**src/verilog/pwdt_defs.vh**
```
// Constants for the programmable watchdog timer
`ifndef PWDT_DEFS_VH
`define PWDT_DEFS_VH
`define PWDT_AW 3
`define PWDT_ADDR_CFG 3'h0
`define PWDT_ADDR_CTRL 3'h1
`define PWDT_ADDR_CNT_LO 3'h2
`define PWDT_ADDR_CNT_HI 3'h3
`define PWDT_ADDR_IRQ_STAT 3'h4
`define PWDT_ADDR_IRQ_MASK 3'h5
`define PWDT_CFG_SEL_BIT 7
`define PWDT_CTRL_RE_BIT 0
`define PWDT_CTRL_RS_BIT 1
`define PWDT_CTRL_DIS_BIT 2
`define PWDT_CTRL_FLAG_BIT 3
`define PWDT_CTRL_RUN_BIT 4
`define PWDT_IRQ_REFRESH_BIT 0
`define PWDT_IRQ_BADSEQ_BIT 1
`define PWDT_IRQ_W 2
`define PWDT_CFG_RST 8'h00
`define PWDT_DIV_SLOW 7'h7F
`define PWDT_DIV_FAST 7'h01
`define PWDT_RST_PULSE_CYC 4'hF
`endif

```
**src/verilog/pwdt_prescaler.v**
```verilog
// Watchdog prescaler: divide-by-2 or divide-by-128 enable pulse
`timescale 1ns/1ns
`default_nettype none
`include "pwdt_defs.vh"
module pwdt_prescaler (
    input wire clk,
    input wire rstn,
    input wire run,
    input wire clr,
    input wire sel_slow,
    output reg tick
);
    reg [6:0] cnt_r;
    wire [6:0] top;
    assign top = sel_slow ? `PWDT_DIV_SLOW : `PWDT_DIV_FAST;
    always @(posedge clk or negedge rstn) begin
        if (!rstn) begin
            cnt_r <= 7'h00;
            tick <= 1'b0;
        end else if (clr) begin
            cnt_r <= 7'h00;
            tick <= 1'b0;
        end else if (run) begin
            if (cnt_r >= top) begin
                cnt_r <= 7'h00;
                tick <= 1'b1;
            end else begin
                cnt_r <= cnt_r + 7'h01;
                tick <= 1'b0;
            end
        end else begin
            tick <= 1'b0;
        end
    end
endmodule // pwdt_prescaler
`default_nettype wire

```
**src/verilog/pwdt_sync.v**
```verilog
// Two-stage synchroniser for a level input
`timescale 1ns/1ns
`default_nettype none
module pwdt_sync (
    input wire clk,
    input wire rstn,
    input wire d,
    output reg q
);
    reg meta_r;
    always @(posedge clk or negedge rstn) begin
        if (!rstn) begin
            meta_r <= 1'b0;
            q <= 1'b0;
        end else begin
            meta_r <= d;
            q <= meta_r;
        end
    end
endmodule // pwdt_sync
`default_nettype wire

```
**src/verilog/pwdt_top.v**
```verilog
// Programmable watchdog timer with register port and interrupt
//
// Contract
// - Watchdog is a 16-bit up-counter driven by a prescaled clock.
// - Prescale select 0 divides by 2, select 1 divides by 128.
// - Service loads counter high byte from the reload byte.
// - Service clears counter low byte.
// - Watchdog runs after any reset with no software action.
// - Once disabled, enabling again is ignored while in active mode.
// - Counter overflow triggers an internal reset; here it only raises wdt_reset_req for 15 cycles.
// - Watchdog-caused reset sets a readable reset-cause flag.
// - Count freezes, not clears, in idle or power-down.
// - Period is 2^(1+6*sel)*(65536-reload*256) system clocks.
//
// The placing of the registers and the address-and-strobe port were left to the implementer.
`timescale 1ns/1ns
`default_nettype none
`include "pwdt_defs.vh"
module pwdt_top (
    input wire clk,
    input wire rstn,
    input wire [`PWDT_AW-1:0] addr,
    input wire [7:0] wdata,
    input wire wr,
    input wire rd,
    output reg [7:0] rdata,
    input wire idle_mode,
    input wire power_down,
    output reg wdt_reset_req,
    output reg irq
);
    reg [7:0] cfg_r;
    reg [7:0] cfg_nxt;
    reg [`PWDT_IRQ_W-1:0] mask_r;
    reg [`PWDT_IRQ_W-1:0] mask_nxt;
    reg [15:0] cnt_r;
    reg [15:0] cnt_nxt;
    reg re_r;
    reg re_nxt;
    reg dis_r;
    reg dis_nxt;
    reg flag_r;
    reg flag_nxt;
    reg [3:0] pulse_r;
    reg [3:0] pulse_nxt;
    reg req_nxt;
    reg [`PWDT_IRQ_W-1:0] stat_r;
    reg [`PWDT_IRQ_W-1:0] stat_nxt;
    reg irq_nxt;
    reg [7:0] rdata_nxt;
    wire idle_s;
    wire pd_s;
    wire frozen;
    wire run;
    wire tick;
    wire cfg_wr;
    wire ctrl_wr;
    wire mask_wr;
    wire stat_rd;
    wire service;
    wire bad_seq;
    wire ovf;
    wire [7:0] reload_byte;
    wire [7:0] ctrl_rd;

    // Register hit for one strobe
    function pwdt_hit;
        input strobe;
        input [`PWDT_AW-1:0] a;
        input [`PWDT_AW-1:0] target;
        begin
            pwdt_hit = strobe && (a == target);
        end
    endfunction

    function [7:0] pwdt_pad;
        input [`PWDT_IRQ_W-1:0] v;
        begin
            pwdt_pad = {{(8-`PWDT_IRQ_W){1'b0}}, v};
        end
    endfunction

    pwdt_sync u_sync_idle (
        .clk(clk),
        .rstn(rstn),
        .d(idle_mode),
        .q(idle_s)
    );
    pwdt_sync u_sync_pd (
        .clk(clk),
        .rstn(rstn),
        .d(power_down),
        .q(pd_s)
    );

    assign frozen = idle_s | pd_s;
    assign run = ~dis_r & ~frozen;
    assign cfg_wr = pwdt_hit(wr, addr, `PWDT_ADDR_CFG);
    assign ctrl_wr = pwdt_hit(wr, addr, `PWDT_ADDR_CTRL);
    assign mask_wr = pwdt_hit(wr, addr, `PWDT_ADDR_IRQ_MASK);
    assign stat_rd = pwdt_hit(rd, addr, `PWDT_ADDR_IRQ_STAT);
    assign service = ctrl_wr && re_r && wdata[`PWDT_CTRL_RS_BIT];
    assign bad_seq = ctrl_wr && !re_r && wdata[`PWDT_CTRL_RS_BIT];
    // Select shares the top bit, so only seven reload bits reach the counter
    assign reload_byte = {cfg_r[`PWDT_CFG_SEL_BIT-1:0], 1'b0};
    // Start bit is write-only and reads back as zero
    assign ctrl_rd = {3'h0, run, flag_r, dis_r, 1'b0, re_r};
    // Overflow fires from the all-ones state on the next tick
    assign ovf = tick && run && (cnt_r == 16'hFFFF) && !service;

    pwdt_prescaler u_pre (
        .clk(clk),
        .rstn(rstn),
        .run(run),
        .clr(service),
        .sel_slow(cfg_r[`PWDT_CFG_SEL_BIT]),
        .tick(tick)
    );

    // Configuration register
    always @* begin
        cfg_nxt = cfg_r;
        if (cfg_wr) begin
            cfg_nxt = wdata;
        end
    end

    // Interrupt mask register
    always @* begin
        mask_nxt = mask_r;
        if (mask_wr) begin
            mask_nxt = wdata[`PWDT_IRQ_W-1:0];
        end
    end

    // Refresh-enable and disable bits
    always @* begin
        re_nxt = re_r;
        dis_nxt = dis_r;
        if (ctrl_wr) begin
            re_nxt = service ? 1'b0 : wdata[`PWDT_CTRL_RE_BIT];
            dis_nxt = dis_r | wdata[`PWDT_CTRL_DIS_BIT];
        end else if (wr) begin
            // Any other write breaks the sequence
            re_nxt = 1'b0;
        end
    end

    // Watchdog counter
    always @* begin
        cnt_nxt = cnt_r;
        if (service) begin
            cnt_nxt = {reload_byte, 8'h00};
        end else if (tick && run) begin
            cnt_nxt = cnt_r + 16'h0001;
        end
    end

    // Request only: the system must route it into its reset tree
    always @* begin
        pulse_nxt = pulse_r;
        req_nxt = 1'b0;
        if (ovf) begin
            pulse_nxt = `PWDT_RST_PULSE_CYC;
            req_nxt = 1'b1;
        end else if (pulse_r != 4'h0) begin
            pulse_nxt = pulse_r - 4'h1;
            req_nxt = (pulse_r != 4'h1);
        end
    end

    // Flag survives only the watchdog reset, which rstn does not carry
    always @* begin
        flag_nxt = flag_r;
        if (ovf) begin
            flag_nxt = 1'b1;
        end else if (ctrl_wr && wdata[`PWDT_CTRL_FLAG_BIT]) begin
            flag_nxt = 1'b0;
        end
    end

    // Interrupt status, cleared by reading it
    always @* begin
        stat_nxt = stat_r;
        if (stat_rd) begin
            stat_nxt = {`PWDT_IRQ_W{1'b0}};
        end
        // Set wins over read-clear
        if (service) begin
            stat_nxt[`PWDT_IRQ_REFRESH_BIT] = 1'b1;
        end
        if (bad_seq) begin
            stat_nxt[`PWDT_IRQ_BADSEQ_BIT] = 1'b1;
        end
        irq_nxt = |(stat_nxt & mask_r);
    end

    // Read data stand one cycle after the strobe, else zero
    always @* begin
        rdata_nxt = 8'h00;
        if (rd) begin
            case (addr)
                `PWDT_ADDR_CFG: rdata_nxt = cfg_r;
                `PWDT_ADDR_CTRL: rdata_nxt = ctrl_rd;
                `PWDT_ADDR_CNT_LO: rdata_nxt = cnt_r[7:0];
                `PWDT_ADDR_CNT_HI: rdata_nxt = cnt_r[15:8];
                `PWDT_ADDR_IRQ_STAT: rdata_nxt = pwdt_pad(stat_r);
                `PWDT_ADDR_IRQ_MASK: rdata_nxt = pwdt_pad(mask_r);
                default: rdata_nxt = 8'h00;
            endcase
        end
    end

    always @(posedge clk or negedge rstn) begin
        if (!rstn) begin
            cfg_r <= `PWDT_CFG_RST;
        end else begin
            cfg_r <= cfg_nxt;
        end
    end

    always @(posedge clk or negedge rstn) begin
        if (!rstn) begin
            mask_r <= {`PWDT_IRQ_W{1'b0}};
        end else begin
            mask_r <= mask_nxt;
        end
    end

    always @(posedge clk or negedge rstn) begin
        if (!rstn) begin
            re_r <= 1'b0;
            dis_r <= 1'b0;
        end else begin
            re_r <= re_nxt;
            dis_r <= dis_nxt;
        end
    end

    // Counter wraps to zero after overflow and keeps running
    always @(posedge clk or negedge rstn) begin
        if (!rstn) begin
            cnt_r <= 16'h0000;
        end else begin
            cnt_r <= cnt_nxt;
        end
    end

    always @(posedge clk or negedge rstn) begin
        if (!rstn) begin
            pulse_r <= 4'h0;
            wdt_reset_req <= 1'b0;
        end else begin
            pulse_r <= pulse_nxt;
            wdt_reset_req <= req_nxt;
        end
    end

    always @(posedge clk or negedge rstn) begin
        if (!rstn) begin
            flag_r <= 1'b0;
        end else begin
            flag_r <= flag_nxt;
        end
    end

    always @(posedge clk or negedge rstn) begin
        if (!rstn) begin
            stat_r <= {`PWDT_IRQ_W{1'b0}};
        end else begin
            stat_r <= stat_nxt;
        end
    end

    always @(posedge clk or negedge rstn) begin
        if (!rstn) begin
            irq <= 1'b0;
        end else begin
            irq <= irq_nxt;
        end
    end

    always @(posedge clk or negedge rstn) begin
        if (!rstn) begin
            rdata <= 8'h00;
        end else begin
            rdata <= rdata_nxt;
        end
    end
endmodule // pwdt_top
`default_nettype wire

```
**config.mk**
```make
export PLATFORM = sky130hd
export DESIGN_NAME = pwdt_top
export DESIGN_NICKNAME = d
export VERILOG_FILES = /design/src/verilog/pwdt_prescaler.v /design/src/verilog/pwdt_sync.v /design/src/verilog/pwdt_top.v
export VERILOG_INCLUDE_DIRS = /design/src /design/src/verilog
export SDC_FILE = /design/constraint.sdc
export NUM_CORES = 1
export LEC_CHECK = 0
export BUFFER_PORTS_ARGS = -buffer_cell sky130_fd_sc_hd__buf_4
export CORE_MARGIN = 10
export CORE_UTILIZATION = 27
export DETAILED_ROUTE_END_ITERATION = 7
export SYNTH_ARGS = -nofsm -noshare
export SYNTH_HDL_FRONTEND = slang
export SYNTH_SLANG_ARGS = --single-unit
```
**constraint.sdc**
```tcl
create_clock -name clk -period 2.05 [get_ports clk]
set_input_delay 0.205 -clock clk [delete_from_list [all_inputs] [get_ports clk]]
set_output_delay 0.205 -clock clk [all_outputs]
set_load 0.02 [all_outputs]
```
==> results_dict.tcl <==
set metrics [dict create \
    outcome "finished, final reports clean" \
    wl_um 6890 \
    wl_per_cell_um 14.8 \
    async_flop_share_pct 100 \
    critPathRequiredTime_ns 2.32 \
    grt_pass1_wl_um 11700 \
    num_io_pins 27 \
    gr-total-overflow 0 \
    p_leak_nw 1.55 \
    rr_startpoint "u_sync_pd.q" \
    tritoncts "built" \
    max_freq_mhz 527 \
    final_cells 467 \
    grt_max_degree 58 \
    grt_usage_pct 9.08 \
    cts.sinks 57 \
    routabilityCongestion 0.839 \
    drtIter0Drc 143 \
    min_period_ns 1.90 \
    fin_skew_ns 0.00996 \
    min_from "wdata[7]" \
    synth_area_mm2 0.00297 \
    cts_buffers 9 \
    timing.setup.tns_ns 0 \
    postSynthAreaPerCell_um2 10.7 \
    ys_seq_elements 57 \
    tightest_slew_ns 0.715 \
    finalNetCount 351 \
    dpl.hpwl_um 5100 \
    finalSetupViolCount 0 \
    final-hold-violation-count 0 \
    power_density_mw_per_mm2 867 \
    grt_pass1_vias 2286 \
    mostFrequentLayoutCell "dfrtp_1" \
    seq_area_frac_synth_pct 48.1 \
    maxCapViolations 0 \
    post-cts-setup-buffers 0 \
    netlist_instances 277 \
    cp-start-kind "flip-flop" \
    drv_slew 0 \
    antenna_cells 0 \
    yosysWarnings 0 \
    cts_buffer_depth 2 \
    hold_class "input pin to flip-flop" \
    avgViaCountPerCell 4.91 \
    drcViolationCount 0 \
    syn2layout_area_growth_pct 22.1 \
    start_util_pct 27.5 \
    period_share_pct 92.6 \
    cp_data_arrival_time_ns 2.17 \
    peakVddDrop_mv 0.266 \
    coreArea_mm2 0.0108 \
    crit_path_end_kind "flip-flop" \
    crit_fanout 5 \
    synth-main-ff-cell "dfrtp_1" \
    rows 38 \
    antenna_found_initial 0 \
    rsz0062_at_grt "no" \
    synth_edf_count 0 \
    dp_cells 449 \
    whs_ns 0.0876 \
    clk_latency_ns 0.34 \
    syn_nets 305 \
    antenna_left 0 \
    fin_util_pct 33.5 \
    io_buffer_count 26 \
    vias 2293 \
    fp.dieW_um 125 \
    cts_root_buffer "clkbuf_8" \
    startpoint "u_sync_pd.q" \
    ctsHtreeMaxLevel 3 \
    relSlewSlack_pct 52.4 \
    clkTransAtPathRegs_ns 0.07 \
    criticalPathCategory "flip-flop to flip-flop" \
    drive_above_1_share_pct 26.0 \
    layout_common_cells "dfrtp_1, buf_4, nand2_1, nor2_1, nand3_1" \
    ys_types 53 \
    die_area_mm2 0.0156 \
    dieHeight_um 125 \
    drtPass1Iterations 4 \
]
## state kept, by name, indices dropped and copies added (netlist names), 2 cells and up
name	cells
cfg_r	8
u_pre.cnt_r	7
mask_r	2
rdata	8
stat_r	2
pulse_r	4
cnt_r	16
## critical path, cell delays in order (launching register included)
cell	delay, ns
dfrtp_1	0.38
or4b_4	0.59
nor4_2	0.32
or4b_1	0.45
nand3_1	0.09
## repair_timing
| action | CTS | global route |
|---|---|---|
| resized for setup | 0 | 4 |
| endpoints found under the setup margin | 0 | 11 |
| endpoints found under the hold margin | 59 | 0 |
| hold buffers | 3 | 0 |
## cells by family after synthesis
group	share of synthesized area, %
AOI/OAI and AO/OA	11.6
xor gates and xnor gates	2.66
adders and majority gates	4.64
buffers and inverters	2.53
DFF	48.1
muxes	8.65
and+or+nand+nor	21.9
## per-stage QoR
step	setup WS, ns	power (W)	cell area (µm²)
6_report	0.151	0.00314	3620
5_1_grt	0.0194	0.00332	3620
4_1_cts	0.0167	0.00316	3610
3_5_place_dp	0.0245	0.00215	3400
3_3_place_gp	0.0775	0.00213	3400
2_1_floorplan	0.0698	0.00191	2970
## cells in the mapped netlist, types with 3 or more instances
| library cell | number | area share, % |
|---|---|---|
| a211oi_1 | 4 | 1.0 |
| a21o_1 | 3 | 0.76 |
| a21oi_1 | 6 | 1.0 |
| a22oi_1 | 5 | 1.3 |
| and2_1 | 3 | 0.63 |
| clkbuf_1 | 5 | 0.63 |
| dfrtp_1 | 57 | 48 |
| ha_1 | 11 | 4.6 |
| inv_1 | 8 | 1.0 |
| mux2_2 | 15 | 5.7 |
| mux4_2 | 3 | 2.3 |
| nand2_1 | 26 | 3.3 |
| nand2b_1 | 3 | 0.63 |
| nand3_1 | 17 | 2.9 |
| nand4_1 | 4 | 0.84 |
| nor2_1 | 21 | 2.7 |
| nor2b_1 | 4 | 0.84 |
| nor3_1 | 8 | 1.3 |
| o21a_1 | 3 | 0.76 |
| o21ai_0 | 12 | 2.0 |
| o311ai_0 | 3 | 0.89 |
| or3_1 | 6 | 1.3 |
| or4b_1 | 3 | 1.0 |
| xnor2_1 | 7 | 2.1 |
## path summary, 6_finish.rpt
| kind | to | slack [ns] | cells past startpoint |
|---|---|---|---|
| hold reg to reg | u_sync_idle.q | 0.35 | 0 |
| setup reg to reg | cnt_r[11] | 0.15 | 4 |
| min in group asynchronous | stat_r[1] | 0.45 | 2 |
| hold / removal | cfg_r[7] | 0.09 | 3 |
| max in group asynchronous | rdata[5] | 1.11 | 2 |
| setup / recovery | cnt_r[11] | 0.15 | 4 |
## layer usage
metal	global-route usage, %	share of wire [%]
met3	3.11	4.7
met2	13.9	47
met5	0	0
met1	11.5	47
met4	3.52	1.7
## report_power, final
part / leakage [nW] / internal [W] / switching (W) / total, W
Clock: 0.0909 / 0.000546 / 0.000454 / 0.00100
Combinational: 0.753 / 0.000315 / 0.000356 / 0.000672
Sequential: 0.702 / 0.00128 / 0.000185 / 0.00147
Total: 1.55 / 0.00215 / 0.000995 / 0.00314
## cell type report
type / instances / area [µm²]
inverters: 8 / 30.0
clock buffers: 9 / 124
flip-flops and latches: 57 / 1430
fillers: 1081 / 7170
clock inverters: 6 / 60.1
multi-input cells: 204 / 1480
well taps: 140 / 175
repair buffers: 43 / 330
No activity file was read; power rests on OpenSTA's default activity.
